### src/sfd_cfg.svh
// Opcodes, status reset values and counts for the flash decoder
`ifndef SFD_CFG_SVH
`define SFD_CFG_SVH
`define OP_WR_EN 8'h06
`define OP_WR_DIS 8'h04
`define OP_RD_SR_LO 8'h05
`define OP_RD_SR_HI 8'h35
`define OP_WR_SR 8'h01
`define OP_VOL_EN 8'h50
`define OP_READ 8'h03
`define OP_FAST 8'h0b
`define OP_DUAL_OUT 8'h3b
`define OP_QUAD_OUT 8'h6b
`define OP_DUAL_IO 8'hbb
`define OP_QUAD_IO 8'heb
`define OP_WRAP 8'h77
`define OP_PP 8'h02
`define OP_QPP 8'h32
`define OP_SE 8'h20
`define OP_BE32 8'h52
`define OP_BE64 8'hd8
`define OP_CE_A 8'hc7
`define OP_CE_B 8'h60
`define OP_MFG_ID 8'h90
`define OP_JEDEC_ID 8'h9f
`define OP_UID 8'h4b
`define OP_SEC_ER 8'h44
`define OP_SEC_PR 8'h42
`define OP_SEC_RD 8'h48
`define OP_RST_EN 8'h66
`define OP_RST 8'h99
`define OP_SUSPEND 8'h75
`define OP_RESUME 8'h7a
`define OP_PWR_DN 8'hb9
`define OP_PWR_UP 8'hab
`define OP_SFDP 8'h5a
`define BP_RST 5'h00
`define COMP_RST 1'b0
`define DMY_CFG_RST 1'b0
`define DMY_NONE 5'h00
`define DMY_QIO 5'h04
`define DMY_BYTE 5'h08
`define DMY_EXTRA 5'h04
`define ADDR_BITS 6'h18
`define BYTE_BITS 6'h08
`define PP_FIFO_W 8
`define PP_FIFO_D 8
`endif

### src/sfd_pkg.sv
// Types shared by the flash command decoder
package sfd_pkg;
  // Lanes used: 0 one line, 1 two lines, 2 four lines
  typedef logic [1:0] lane_t;
  typedef enum logic [3:0] {
    ST_IDLE, ST_OPC, ST_ADDR, ST_MODE, ST_DUMMY, ST_DIN, ST_DOUT, ST_END,
    ST_IGNORE
  } state_t;
  typedef struct packed {
    logic has_addr;
    lane_t aw;
    logic has_mode;
    logic [4:0] dmy;
    logic dmy_ext;
    logic din;
    lane_t dw;
    logic dout;
    lane_t ow;
    logic exec;
    logic need_wel;
  } cmd_info_t;
endpackage : sfd_pkg

### src/serial_flash_command_decoder.sv
// Serial flash command framing, decoding, status bits and page data FIFO
`timescale 1ns/1ps
`include "sfd_cfg.svh"

module sfd_fifo #(
  parameter int WIDTH = 8,
  parameter int DEPTH = 8
) (
  input wire logic i_core_clk,
  input wire logic i_resetn,
  input wire logic [WIDTH-1:0] i_in_data,
  input wire logic i_in_valid,
  output logic o_in_ready,
  output logic [WIDTH-1:0] o_out_data,
  output logic o_out_valid,
  input wire logic i_out_ready
);
  localparam int AW = $clog2(DEPTH);
  logic [WIDTH-1:0] mem_r [DEPTH];
  logic [AW-1:0] wp_r;
  logic [AW-1:0] rp_r;
  logic [AW:0] cnt_r;
  wire push = i_in_valid && o_in_ready;
  wire pop = o_out_valid && i_out_ready;
  assign o_in_ready = cnt_r != (AW+1)'(DEPTH);
  assign o_out_valid = cnt_r != '0;
  assign o_out_data = mem_r[rp_r];

  always_ff @(posedge i_core_clk)
  begin
    if (push)
      mem_r[wp_r] <= i_in_data;
  end

  always_ff @(posedge i_core_clk or negedge i_resetn)
  begin
    if (!i_resetn)
    begin
      wp_r <= '0;
      rp_r <= '0;
      cnt_r <= '0;
    end
    else
    begin
      if (push)
        wp_r <= wp_r + 1'b1;
      if (pop)
        rp_r <= rp_r + 1'b1;
      cnt_r <= cnt_r + (AW+1)'(push) - (AW+1)'(pop);
    end
  end
endmodule : sfd_fifo

module serial_flash_command_decoder import sfd_pkg::*; (
  input wire logic i_core_clk,
  input wire logic i_resetn,
  input wire logic i_cs_n,
  input wire logic i_sclk,
  input wire logic [3:0] i_io,
  output logic [3:0] o_io,
  output logic [3:0] o_io_oe,
  input wire logic i_write_in_progress,
  input wire logic i_op_done,
  output logic [23:0] o_rd_addr,
  input wire logic [7:0] i_rd_data,
  output logic o_rd_strobe,
  output logic o_exec_valid,
  output logic [7:0] o_exec_code,
  output logic [23:0] o_exec_addr,
  output logic o_reject,
  output logic [7:0] o_pp_data,
  output logic o_pp_valid,
  input wire logic i_pp_ready,
  output logic o_pp_overrun,
  output logic [7:0] o_wrap_cfg,
  output logic [15:0] o_status
);
  logic [5:0] sync1_r;
  logic [5:0] sync2_r;
  logic sclk_d_r;
  logic cs_d_r;
  state_t state_r;
  state_t state_nxt;
  state_t tail_st;
  logic [4:0] ph_cnt_r;
  logic [4:0] cnt_nxt;
  logic [4:0] tail_cnt;
  logic [7:0] op_r;
  cmd_info_t info_r;
  cmd_info_t dec_w;
  logic [23:0] addr_r;
  logic [7:0] din_sh_r;
  logic [1:0] byte_cnt_r;
  logic [7:0] sr_lo_r;
  logic [7:0] sr_hi_r;
  logic [2:0] clk_mod_r;
  logic [7:0] out_sh_r;
  logic [4:0] out_cnt_r;
  logic [4:0] bp_r;
  logic [1:0] lock_r;
  logic srp0_r, srp1_r, qe_r, cmp_r, dmy_cfg_r, susp_r, wel_r;
  logic vol_en_r, rst_arm_r;
  logic fifo_in_ready;

  function automatic logic [4:0] lane_clks(input lane_t w,
                                           input logic [5:0] bits);
    return 5'((bits >> w) - 6'd1);
  endfunction : lane_clks

  function automatic cmd_info_t decode(input logic [7:0] op);
    cmd_info_t c;
    c = '0;
    case (op)
      `OP_WR_EN, `OP_WR_DIS, `OP_VOL_EN, `OP_RST_EN, `OP_RST, `OP_SUSPEND,
      `OP_RESUME, `OP_PWR_DN:
        c.exec = 1'b1;
      `OP_CE_A, `OP_CE_B:
        c = '{1'b0, 2'd0, 1'b0, `DMY_NONE, 1'b0, 1'b0, 2'd0, 1'b0, 2'd0,
              1'b1, 1'b1};
      `OP_WR_SR:
        c = '{1'b0, 2'd0, 1'b0, `DMY_NONE, 1'b0, 1'b1, 2'd0, 1'b0, 2'd0,
              1'b1, 1'b1};
      `OP_RD_SR_LO, `OP_RD_SR_HI, `OP_JEDEC_ID:
        c.dout = 1'b1;
      `OP_READ, `OP_MFG_ID, `OP_PWR_UP:
        c = '{1'b1, 2'd0, 1'b0, `DMY_NONE, 1'b0, 1'b0, 2'd0, 1'b1, 2'd0,
              1'b0, 1'b0};
      `OP_FAST, `OP_UID, `OP_SEC_RD, `OP_SFDP:
        c = '{1'b1, 2'd0, 1'b0, `DMY_BYTE, 1'b0, 1'b0, 2'd0, 1'b1, 2'd0,
              1'b0, 1'b0};
      `OP_DUAL_OUT:
        c = '{1'b1, 2'd0, 1'b0, `DMY_BYTE, 1'b0, 1'b0, 2'd0, 1'b1, 2'd1,
              1'b0, 1'b0};
      `OP_QUAD_OUT:
        c = '{1'b1, 2'd0, 1'b0, `DMY_BYTE, 1'b0, 1'b0, 2'd0, 1'b1, 2'd2,
              1'b0, 1'b0};
      `OP_DUAL_IO:
        c = '{1'b1, 2'd1, 1'b1, `DMY_NONE, 1'b1, 1'b0, 2'd0, 1'b1, 2'd1,
              1'b0, 1'b0};
      `OP_QUAD_IO:
        c = '{1'b1, 2'd2, 1'b1, `DMY_QIO, 1'b1, 1'b0, 2'd0, 1'b1, 2'd2,
              1'b0, 1'b0};
      `OP_WRAP:
        c = '{1'b1, 2'd2, 1'b0, `DMY_NONE, 1'b0, 1'b1, 2'd2, 1'b0, 2'd0,
              1'b1, 1'b0};
      `OP_PP, `OP_SEC_PR:
        c = '{1'b1, 2'd0, 1'b0, `DMY_NONE, 1'b0, 1'b1, 2'd0, 1'b0, 2'd0,
              1'b1, 1'b1};
      `OP_QPP:
        c = '{1'b1, 2'd0, 1'b0, `DMY_NONE, 1'b0, 1'b1, 2'd2, 1'b0, 2'd0,
              1'b1, 1'b1};
      `OP_SE, `OP_BE32, `OP_BE64, `OP_SEC_ER:
        c = '{1'b1, 2'd0, 1'b0, `DMY_NONE, 1'b0, 1'b0, 2'd0, 1'b0, 2'd0,
              1'b1, 1'b1};
      default:
        c = '0;
    endcase
    return c;
  endfunction : decode

  // Link pins are asynchronous to the core clock
  always_ff @(posedge i_core_clk or negedge i_resetn)
  begin
    if (!i_resetn)
    begin
      sync1_r <= 6'h20;
      sync2_r <= 6'h20;
      sclk_d_r <= 1'b0;
      cs_d_r <= 1'b1;
    end
    else
    begin
      sync1_r <= {i_cs_n, i_sclk, i_io};
      sync2_r <= sync1_r;
      sclk_d_r <= sync2_r[4];
      cs_d_r <= sync2_r[5];
    end
  end

  wire cs_n_s = sync2_r[5];
  wire [3:0] io_s = sync2_r[3:0];
  wire sclk_rise = sync2_r[4] && !sclk_d_r && !cs_n_s;
  wire sclk_fall = !sync2_r[4] && sclk_d_r && !cs_n_s;
  wire cs_rise = cs_n_s && !cs_d_r;
  wire cs_fall = !cs_n_s && cs_d_r;
  wire [7:0] op_nxt = {op_r[6:0], io_s[0]};
  assign dec_w = decode(op_nxt);
  wire lane_t cur_w = (state_r == ST_DIN) ? info_r.dw : info_r.aw;
  wire [23:0] addr_sh = (cur_w == 2'd2) ? {addr_r[19:0], io_s} :
                        (cur_w == 2'd1) ? {addr_r[21:0], io_s[1:0]} :
                        {addr_r[22:0], io_s[0]};
  wire [7:0] din_sh = (cur_w == 2'd2) ? {din_sh_r[3:0], io_s} :
                      (cur_w == 2'd1) ? {din_sh_r[5:0], io_s[1:0]} :
                      {din_sh_r[6:0], io_s[0]};
  // Extra dummy clocks only for the dual and quad I/O reads
  wire [4:0] dmy_clks = info_r.dmy +
    ((info_r.dmy_ext && dmy_cfg_r) ? `DMY_EXTRA : `DMY_NONE);
  wire counting = state_r inside {ST_OPC, ST_ADDR, ST_MODE, ST_DUMMY,
                                  ST_DIN};
  wire byte_done = sclk_rise && state_r == ST_DIN && ph_cnt_r == 5'd0;
  wire is_pp = op_r inside {`OP_PP, `OP_QPP, `OP_SEC_PR};
  wire load_ev = sclk_fall && state_r == ST_DOUT && out_cnt_r == 5'd0;
  wire sr_src = op_r inside {`OP_RD_SR_LO, `OP_RD_SR_HI};
  wire [7:0] src_byte = (op_r == `OP_RD_SR_LO) ? o_status[7:0] :
                        (op_r == `OP_RD_SR_HI) ? o_status[15:8] :
                        i_rd_data;

  // Common tail after the address or mode bytes
  always_comb
  begin
    tail_st = ST_END;
    tail_cnt = 5'd0;
    if (dmy_clks != `DMY_NONE)
    begin
      tail_st = ST_DUMMY;
      tail_cnt = dmy_clks - 5'd1;
    end
    else if (info_r.din)
    begin
      tail_st = ST_DIN;
      tail_cnt = lane_clks(info_r.dw, `BYTE_BITS);
    end
    else if (info_r.dout)
      tail_st = ST_DOUT;
  end

  always_comb
  begin
    state_nxt = state_r;
    cnt_nxt = ph_cnt_r;
    if (cs_fall)
    begin
      state_nxt = ST_OPC;
      cnt_nxt = 5'd7;
    end
    else if (cs_n_s)
      state_nxt = ST_IDLE;
    else if (sclk_rise && counting && ph_cnt_r != 5'd0)
      cnt_nxt = ph_cnt_r - 5'd1;
    else if (sclk_rise)
    begin
      unique case (state_r)
        ST_OPC:
        begin
          if (dec_w.has_addr)
          begin
            state_nxt = ST_ADDR;
            cnt_nxt = lane_clks(dec_w.aw, `ADDR_BITS);
          end
          else if (dec_w.din)
          begin
            state_nxt = ST_DIN;
            cnt_nxt = lane_clks(dec_w.dw, `BYTE_BITS);
          end
          else if (dec_w.dout)
            state_nxt = ST_DOUT;
          else if (dec_w.exec)
            state_nxt = ST_END;
          else
            state_nxt = ST_IGNORE;
        end
        ST_ADDR:
        begin
          state_nxt = info_r.has_mode ? ST_MODE : tail_st;
          cnt_nxt = info_r.has_mode ? lane_clks(info_r.aw, `BYTE_BITS) :
                    tail_cnt;
        end
        ST_MODE:
        begin
          state_nxt = tail_st;
          cnt_nxt = tail_cnt;
        end
        ST_DUMMY:
          state_nxt = ST_DOUT;
        ST_DIN:
          cnt_nxt = lane_clks(info_r.dw, `BYTE_BITS);
        ST_IDLE, ST_DOUT, ST_END, ST_IGNORE:
          state_nxt = state_r;
        default:
          state_nxt = ST_IGNORE;
      endcase
    end
  end

  always_ff @(posedge i_core_clk or negedge i_resetn)
  begin
    if (!i_resetn)
    begin
      state_r <= ST_IDLE;
      ph_cnt_r <= 5'd0;
    end
    else
    begin
      state_r <= state_nxt;
      ph_cnt_r <= cnt_nxt;
    end
  end

  always_ff @(posedge i_core_clk or negedge i_resetn)
  begin
    if (!i_resetn)
    begin
      op_r <= 8'h00;
      info_r <= '0;
      addr_r <= 24'h000000;
      din_sh_r <= 8'h00;
      byte_cnt_r <= 2'd0;
      sr_lo_r <= 8'h00;
      sr_hi_r <= 8'h00;
      clk_mod_r <= 3'd0;
    end
    else if (cs_fall)
    begin
      info_r <= '0;
      byte_cnt_r <= 2'd0;
      clk_mod_r <= 3'd0;
    end
    else if (sclk_rise)
    begin
      clk_mod_r <= clk_mod_r + 3'd1;
      if (state_r == ST_OPC)
        op_r <= op_nxt;
      if (state_r == ST_OPC && ph_cnt_r == 5'd0)
        info_r <= dec_w;
      if (state_r == ST_ADDR)
        addr_r <= addr_sh;
      if (state_r == ST_DIN)
        din_sh_r <= din_sh;
      if (byte_done && byte_cnt_r != 2'd3)
        byte_cnt_r <= byte_cnt_r + 2'd1;
      if (byte_done && byte_cnt_r == 2'd0)
        sr_lo_r <= din_sh;
      if (byte_done && byte_cnt_r == 2'd1)
        sr_hi_r <= din_sh;
    end
    else if (load_ev && !sr_src)
      addr_r <= addr_r + 24'h000001;
  end

  // Output bits change on falling SCLK so the host samples them stable
  always_ff @(posedge i_core_clk or negedge i_resetn)
  begin
    if (!i_resetn)
    begin
      out_sh_r <= 8'h00;
      out_cnt_r <= 5'd0;
      o_io_oe <= 4'h0;
      o_rd_strobe <= 1'b0;
    end
    else
    begin
      o_rd_strobe <= load_ev && !sr_src;
      if (cs_n_s)
      begin
        out_cnt_r <= 5'd0;
        o_io_oe <= 4'h0;
      end
      else if (load_ev)
      begin
        out_sh_r <= src_byte;
        out_cnt_r <= lane_clks(info_r.ow, `BYTE_BITS);
        o_io_oe <= (info_r.ow == 2'd2) ? 4'hf :
                   (info_r.ow == 2'd1) ? 4'h3 : 4'h2;
      end
      else if (sclk_fall && state_r == ST_DOUT)
      begin
        out_sh_r <= out_sh_r << (3'd1 << info_r.ow);
        out_cnt_r <= out_cnt_r - 5'd1;
      end
    end
  end

  assign o_io = (info_r.ow == 2'd2) ? out_sh_r[7:4] :
                (info_r.ow == 2'd1) ? {2'b00, out_sh_r[7:6]} :
                {2'b00, out_sh_r[7], 1'b0};
  assign o_rd_addr = addr_r;

  // A frame completes at the end state or after whole data bytes, one or two of them for a status write
  wire complete = state_r == ST_END || (state_r == ST_DIN &&
    byte_cnt_r != 2'd0 && !(op_r == `OP_WR_SR && byte_cnt_r == 2'd3));
  wire frame_ok = cs_rise && info_r.exec && clk_mod_r == 3'd0 &&
                  complete;
  wire wel_ok = !info_r.need_wel || wel_r ||
                (op_r == `OP_WR_SR && vol_en_r);
  wire exec_ok = frame_ok && wel_ok;
  wire frame_end = cs_rise && state_r != ST_IDLE;

  always_ff @(posedge i_core_clk or negedge i_resetn)
  begin
    if (!i_resetn)
    begin
      bp_r <= `BP_RST;
      {srp1_r, srp0_r, qe_r, lock_r} <= 5'h00;
      cmp_r <= `COMP_RST;
      dmy_cfg_r <= `DMY_CFG_RST;
      susp_r <= 1'b0;
      wel_r <= 1'b0;
      vol_en_r <= 1'b0;
      rst_arm_r <= 1'b0;
    end
    else
    begin
      if (i_op_done)
        wel_r <= 1'b0;
      if (frame_end)
      begin
        vol_en_r <= exec_ok && op_r == `OP_VOL_EN;
        rst_arm_r <= exec_ok && op_r == `OP_RST_EN;
      end
      if (exec_ok)
      begin
        case (op_r)
          `OP_WR_EN:
            wel_r <= 1'b1;
          `OP_WR_DIS:
            if (!i_write_in_progress)
              wel_r <= 1'b0;
          `OP_WR_SR:
          begin
            {srp0_r, bp_r} <= sr_lo_r[7:2];
            // A single byte clears the quad and complement bits
            cmp_r <= (byte_cnt_r == 2'd2) && sr_hi_r[6];
            qe_r <= (byte_cnt_r == 2'd2) && sr_hi_r[1];
            if (byte_cnt_r == 2'd2)
            begin
              dmy_cfg_r <= sr_hi_r[4];
              lock_r <= lock_r | sr_hi_r[3:2];
              srp1_r <= sr_hi_r[0];
            end
          end
          `OP_SUSPEND:
            susp_r <= 1'b1;
          `OP_RESUME:
            susp_r <= 1'b0;
          `OP_RST:
            if (rst_arm_r)
            begin
              susp_r <= 1'b0;
              wel_r <= 1'b0;
            end
          default:
            susp_r <= susp_r;
        endcase
      end
    end
  end

  // Reserved S13 always reads back as zero
  assign o_status = {susp_r, cmp_r, 1'b0, dmy_cfg_r, lock_r, qe_r, srp1_r,
                     srp0_r, bp_r, wel_r, i_write_in_progress};

  always_ff @(posedge i_core_clk or negedge i_resetn)
  begin
    if (!i_resetn)
    begin
      o_exec_valid <= 1'b0;
      o_reject <= 1'b0;
      o_exec_code <= 8'h00;
      o_exec_addr <= 24'h000000;
      o_wrap_cfg <= 8'h00;
      o_pp_overrun <= 1'b0;
    end
    else
    begin
      o_exec_valid <= exec_ok;
      o_reject <= frame_end && info_r.exec && !exec_ok;
      if (exec_ok)
      begin
        o_exec_code <= op_r;
        o_exec_addr <= addr_r;
      end
      if (exec_ok && op_r == `OP_WRAP)
        o_wrap_cfg <= sr_lo_r;
      // The link cannot be stalled, so a full FIFO loses the byte
      if (byte_done && is_pp && !fifo_in_ready)
        o_pp_overrun <= 1'b1;
      else if (cs_fall)
        o_pp_overrun <= 1'b0;
    end
  end

  sfd_fifo #(.WIDTH(`PP_FIFO_W), .DEPTH(`PP_FIFO_D)) i_sfd_fifo (
    .i_core_clk(i_core_clk),
    .i_resetn(i_resetn),
    .i_in_data(din_sh),
    .i_in_valid(byte_done && is_pp),
    .o_in_ready(fifo_in_ready),
    .o_out_data(o_pp_data),
    .o_out_valid(o_pp_valid),
    .i_out_ready(i_pp_ready)
  );
endmodule : serial_flash_command_decoder

### config.mk
export PLATFORM = sky130hd
export DESIGN_NAME = serial_flash_command_decoder
export DESIGN_NICKNAME = d
export VERILOG_FILES = /design/src/sfd_pkg.sv /design/src/serial_flash_command_decoder.sv
export VERILOG_INCLUDE_DIRS = /design/src
export SDC_FILE = /design/constraint.sdc
export NUM_CORES = 1
export LEC_CHECK = 0
export BUFFER_PORTS_ARGS = -buffer_cell sky130_fd_sc_hd__buf_2
export CAP_MARGIN = 20
export CORE_ASPECT_RATIO = 1.1
export CORE_MARGIN = 1.5
export CORE_UTILIZATION = 50
export CTS_CLUSTER_DIAMETER = 200
export DETAILED_ROUTE_END_ITERATION = 6
export GPL_TIMING_DRIVEN = 0
export PLACE_DENSITY = 0.69
export RECOVER_POWER = 100
export SETUP_SLACK_MARGIN = 0.1
export SKIP_CTS_REPAIR_TIMING = 1
export SLEW_MARGIN = 20
export SYNTH_ARGS = -nofsm -noshare
export SYNTH_HDL_FRONTEND = slang
export SYNTH_SLANG_ARGS = --single-unit
### constraint.sdc
create_clock -name i_core_clk -period 4.05 [get_ports i_core_clk]
set_input_delay 0.405 -clock i_core_clk [delete_from_list [all_inputs] [get_ports i_core_clk]]
set_output_delay 0.405 -clock i_core_clk [all_outputs]
set_load 0.01 [all_outputs]
Yosys cells after proc, flatten, opt, wreduce, memory -nomap -nowiden

Memories as Yosys holds them, arrays and structs flattened.
Index checks and enable logic that the tools add are counted.
Widths: inputs -> output; s select.

Register bits after elaboration: 186
Memory bits (writable): 64
Output and inout port bits: 101
Memories kept: 1

Add/sub/neg operators: 16
Equal/unequal tests: 70
Shift operators: 7
Mux-type cells: 69
Bitwise gates (word level): 3
Reduce and logical (&&, ||, !) cells: 97

Memory list:

| memory           | depth | width | rd ports | clocked after memory_dff | write ports | RTL line                           | RTL |
|---|---|---|---|---|---|---|---|
| i_sfd_fifo.mem_r | 8     | 8     | 1        | 0                        | 1           | serial_flash_command_decoder.sv:19 | `logic [WIDTH-1:0] mem_r [DEPTH];` |

Operators by type and width:

| kind                  | count |
|---|---|
| $eq 8x7->1 const B    | 19 |
| $mux 24               | 5 |
| $pmux 13 s8           | 1 |
| $eq 8x8->1 const B    | 10 |
| $mux 5                | 12 |
| $mux 4                | 13 |
| $mux 17               | 3 |
| $eq 8x3->1 const B    | 6 |
| $eq 8x6->1 const B    | 6 |
| $mux 8                | 6 |
| $sub 5x1->5 const B   | 8 |
| $logic_and 1x1->1     | 38 |
| $add 24x1->24 const B | 1 |
| $eq 8x2->1 const B    | 3 |
| $reduce_and 3->1      | 8 |
| $pmux 4 s5            | 1 |
| $pmux 5 s4            | 1 |
| $shr 4x2->5 const A   | 4 |
| $reduce_or 19->1      | 1 |
| $reduce_bool 2->1     | 9 |
| $eq 4x3->1 const B    | 4 |
| $eq 8x1->1 const B    | 2 |
| $mux 1                | 15 |
| $reduce_bool 3->1     | 5 |
| other kinds (43)      | 81 |

Logic depth before layout (Yosys ltp)

Word-level depth: 12
Mapped depth: 14
Gate-level depth less buffers: 11

Hierarchy

Synthesis repeated with hierarchy kept, for this count alone.

Cells, all modules: 1319
Area total of the unflattened synthesis: 12832.3 sq um

By module, submodules not included:

| module                       | instances | cells an instance | area each (sq um) |
|---|---|---|---|
| serial_flash_command_decoder | 1         | 1170              | 9768.1 |
| sfd_fifo                     | 1         | 149               | 3064.2 |

Worst setup path before layout

OpenSTA, ideal clock, no wires.

Kind: register to register
Start point: reg ph_cnt_r[0]
End point: mem i_sfd_fifo.mem_r[0][0] (enable)
Data arrival time: 2.602 ns
Required time: 3.667 ns
Path slack: 1.064 ns
Cell stages (with the launch flop): 9
Period minus slack after synthesis: 2.986 ns
Cells stage by stage: dfrtp_1 -> inv_1 -> ha_1 -> nor4b_2 -> nand3_1 -> nor4b_1 -> a21boi_2 -> nand2b_1 -> nor3_1

Cells in the longest elaborated chain, start to end: 6

RTL lines:

| what                         | RTL line                            | RTL |
|---|---|---|
| start: declaration           | serial_flash_command_decoder.sv:85  | `logic [4:0] ph_cnt_r;` |
| start signal: assignment     | serial_flash_command_decoder.sv:295 | `ph_cnt_r <= cnt_nxt;` |
| $logic_not 5->1              | serial_flash_command_decoder.sv:200 | `wire byte_done = sclk_rise && state_r == ST_DIN && ph_cnt_r == 5'd0;` |
| $logic_and 1x1->1            | serial_flash_command_decoder.sv:200 |  |
| $logic_and 1x1->1            | serial_flash_command_decoder.sv:486 | `.i_in_valid(byte_done && is_pp),` |
| $logic_and 1x1->1            | serial_flash_command_decoder.sv:23  | `wire push = i_in_valid && o_in_ready;` |
| via i_sfd_fifo.push          | serial_flash_command_decoder.sv:23  |  |
| $mux 1                       | serial_flash_command_decoder.sv:31  | `if (push)` |
| $mux 1 (not written as such) | serial_flash_command_decoder.sv:32  | `mem_r[wp_r] <= i_in_data;` |
| end: declaration             | serial_flash_command_decoder.sv:19  |  |

The timed path passes the listed nets, and every way through them passes these cells.

Worst setup path after layout

Start point: reg state_r[3]
End point: reg addr_r[8] (netlist: o_rd_addr[8])

Cells in the longest elaborated chain, start to end: 7
Elaborated cells between the ends (all ways): 16

RTL lines:

| what                     | RTL line                            | RTL |
|---|---|---|
| start: declaration       | serial_flash_command_decoder.sv:82  | `state_t state_r;` |
| start signal: assignment | serial_flash_command_decoder.sv:294 | `state_r <= state_nxt;` |
| $eq 4x3->1               | serial_flash_command_decoder.sv:188 | `wire lane_t cur_w = (state_r == ST_DIN) ? info_r.dw : info_r.aw;` |
| $mux 2                   | serial_flash_command_decoder.sv:188 |  |
| $eq 2x1->1               | serial_flash_command_decoder.sv:190 | `(cur_w == 2'd1) ? {addr_r[21:0], io_s[1:0]} :` |
| $mux 24                  | serial_flash_command_decoder.sv:190 |  |
| $mux 24                  | serial_flash_command_decoder.sv:189 | `wire [23:0] addr_sh = (cur_w == 2'd2) ? {addr_r[19:0], io_s} :` |
| $mux 24                  | serial_flash_command_decoder.sv:325 | `if (state_r == ST_ADDR)` |
| $mux 24                  | serial_flash_command_decoder.sv:318 | `else if (sclk_rise)` |
| end signal: assignment   | serial_flash_command_decoder.sv:326 | `addr_r <= addr_sh;` |
| end signal: assignment   | serial_flash_command_decoder.sv:337 | `addr_r <= addr_r + 24'h000001;` |
| end: declaration         | serial_flash_command_decoder.sv:91  | `logic [23:0] addr_r;` |

Parallel ways exist; a longest one is shown, timed or not. The select of a mux whose other input is x is not followed.
A chain may end at the register's enable or synchronous reset.

==> impl_metrics.csv <==
group,metric,value,unit
routing,met3RoutedLength,2.27,mm
final_layout,post-route-util,59.3,%
routing,vias_per_cell,5.84,
clock_network,root_buffer,"clkbuf_16",
sta,max-slew-margin-rel,-46.4,%
final_layout,final_cell_mix,"nand2_1 (246), dfrtp_1 (176), clkbuf_1 (149), nor2_1 (97), a21oi_1 (88)",
sta,fin_crit,3.79,ns
final_layout,fin_cells,1780,
routing,final_antenna_net_count,0,
power,power_frac_comb,10.7,%
logic_synthesis,synthFlopType,"dfrtp_1",
logic_synthesis,synth_nets,1345,
final_layout,nets,1499,
global_routing,overflow,0,
worst_hold_path,min_path_cells,3,
routing,wl_per_cell,19.0,microns
logic_synthesis,synth_top_cell_by_area,"dfrtp_1",
run_status,outcome,"complete, but fails checks",
final_layout,fillers,2223,
routing,highest_layer,"met5",
sta,tightest_slew,2.20,ns
clock_network,insertion_delay,0.54,ns
placed_design,io_buffers,118,
clock_network,cts.sinks,243,
die,initial_core_util,51.4,%
run_status,failed_checks,"max-capacitance violations, max-slew violations",
power,switchingPower,1.39,mW
logic_synthesis,synth_cells,1296,
routing,routed_wl,33.7,mm
global_routing,grt_max_degree,96,
die,io_pins,120,
clock_network,cts-htree-levels,1,
final_layout,drive_gt1_share,13.2,%
die,rows,60,
routing,drc,0,
final_layout,area_growth,15.3,%
power,peakVddDrop,0.240,mV
worst_setup_path,cp_max_fo,10,
worst_setup_path,crit_arrival,4.21,ns
power,total_leakage_power,6.50,nW
clock_network,cts.path.max_buffers,3,
sta,finalCritPeriodShare,93.7,%
logic_synthesis,ys_top_cells_by_area,"dfrtp_1 (35%), edfxtp_1 (15%), nand2_1 (7.3%)",
sta,finClkSkew,0.0330,ns
sta,hold_viol,0,
routing,met2_length,15.7,mm
sta,max_freq,264,MHz
worst_setup_path,required,4.46,ns
worst_setup_path,reg2reg_depth,9,
die,die_w,155,microns
power,internal_power,4.53,mW
global_routing,grt_pass1_vias,10100,
clock_network,cts_tree,"yes",
placed_design,placedCellCount,1725,
logic_synthesis,synth_top_area_share,34.7,%
global_routing,grt_pass1_wl,54.1,mm
final_layout,seqCellArea,6400,sq um
global_routing,antenna_found_initial,1,
placed_design,hpwlAfterDp,23.8,mm
logic_synthesis,ys_types,83,
final_layout,multi_input_area,5660,sq um
logic_synthesis,yosysSeqAreaShare,50.4,%
routing,drt-initial-drc-count,758,
clock_network,path_clk_slew,0.06,ns
placed_design,gp_congestion,0.926,
die,die_y,170,microns
global_routing,grtUsageTotal,25.8,%
clock_network,cts_buffers,26,
sta,rsz0062_at_grt,"no",
routing,vias,10400,
power,swShare,23.5,%
sta,slew_viol_final,93,
power,clock_power_share,45.5,%
worst_setup_path,crit_path_start_kind,"flop",
placed_design,place_ws,-0.170,ns
sta,layout_setup_ws,0.256,ns
power,seqPwrFrac,43.8,%
logic_synthesis,yosys_warnings,0,
worst_setup_path,crit_type,"flop to flop",
logic_synthesis,syn_area_per_cell,9.80,sq um
final_layout,final_common_cell,"nand2_1",
sta,setup_tns,0,ns
logic_synthesis,synth_edf_count,64,
sta,timing.hold.ws,0.193,ns
logic_synthesis,async_flop_share,73.7,%
logic_synthesis,ys_ff_latch,243,
die,dieArea,26400,sq um
logic_synthesis,syn_area,12700,sq um
worst_setup_path,endpoint_kind,"flop",
routing,met1_length,14.7,mm
power,powerDensity,404,nW/um^2
worst_hold_path,worstHoldPathType,"input pin to flop",
sta,setup_violations,0,
die,core,24700,sq um
run,cap_viol_max_count,2,
final_layout,antennaDiodeCount,0,
routing,first_pass_iters,5,
## through the flow
step,power (mW),instance area (sq um)
2_1_floorplan,3.09,12700
3_3_place_gp,3.26,13700
3_5_place_dp,3.28,13700
4_1_cts,5.98,14700
5_1_grt,6.13,14600
6_report,5.92,14600
## cell usage after synthesis, types with 7 or more instances
cell / instances
nand2b_1: 24
clkbuf_1: 42
mux2_2: 43
nand4_1: 12
nor2_1: 97
mux4_2: 16
buf_1: 8
nor2b_1: 9
buf_2: 33
buf_4: 16
nor3_1: 24
dfrtp_1: 176
inv_1: 41
xnor2_1: 7
nand2_1: 246
edfxtp_1: 64
ha_1: 29
a31oi_1: 25
and2_1: 11
nand3_1: 34
a21oi_1: 88
o22ai_1: 11
o31ai_1: 8
a211oi_1: 7
o21ai_0: 66
and3_1: 11
mux2i_1: 17
## metal layers
metal | vias to the layer above | global-route usage [%]
li1 | 4929 | -
met1 | 5021 | 35.3
met2 | 376 | 42.0
met3 | 75 | 3.95
met4 | 2 | 8.95
met5 | - | 0
## cell families after synthesis
group           synth area share (%)
simple gates                    19.6
compound gates                  13.0
flops                           50.4
buf+inv                         5.06
mux                             7.99
fa+ha+maj                       3.02
xor+xnor                       0.828
other cells                   0.0295
## path summary, 6_finish.rpt
check / start / to / slack [ns]
worst max register to register: state_r[3] / o_rd_addr[8] / 0.26
worst min register to register: sync1_r[3] / sync2_r[3] / 0.35
min in group asynchronous: i_resetn / o_exec_code[7] / 1.04
worst max-delay path: state_r[3] / o_rd_addr[8] / 0.26
worst min-delay path: i_pp_ready / i_sfd_fifo.rp_r[0] / 0.19
max in group asynchronous: i_resetn / sr_lo_r[5] / 1.68
## registers in the layout, summed over array words and instances, names as in the netlist, 4 cells and up
| name | flops |
|---|---|
| i_sfd_fifo.mem_r | 64 |
| o_exec_addr | 24 |
| o_rd_addr | 24 |
| info_r | 12 |
| o_exec_code | 8 |
| o_wrap_cfg | 8 |
| op_r | 8 |
| out_sh_r | 8 |
| sr_lo_r | 8 |
| din_sh_r | 7 |
| sr_hi_r | 6 |
| sync1_r | 6 |
| sync2_r | 6 |
| bp_r | 5 |
| out_cnt_r | 5 |
| ph_cnt_r | 5 |
| i_sfd_fifo.cnt_r | 4 |
| state_r | 4 |
## power by group through the flow
stage / Combinational [mW] / Clock [mW] / Sequential [mW]
CTS: 0.643 / 2.74 / 2.59
global route: 0.702 / 2.83 / 2.60
global placement: 0.621 / 0 / 2.64
detailed placement: 0.640 / 0 / 2.64
finish: 0.631 / 2.69 / 2.59
floorplan: 0.453 / 0 / 2.63
## critical path, cell delays in order, from the launching register on
cell,delay [ns]
dfrtp_1,0.47
nand2b_1,0.25
nor4_1,1.36
and2_0,0.23
buf_2,0.21
nand3_1,0.28
a21oi_1,0.26
buf_4,0.21
clkbuf_2,0.29
a21oi_1,0.12
## final cells by class
type,instances,area share (%)
sequential,243,43.7
clock inverter,16,1.89
multi-input combinational,911,38.6
clock buffer,32,4.87
buffer,100,3.23
inverter,42,1.08
timing repair buffer,126,3.91
tap,310,2.65
No activity file was read; power rests on OpenSTA's default activity.
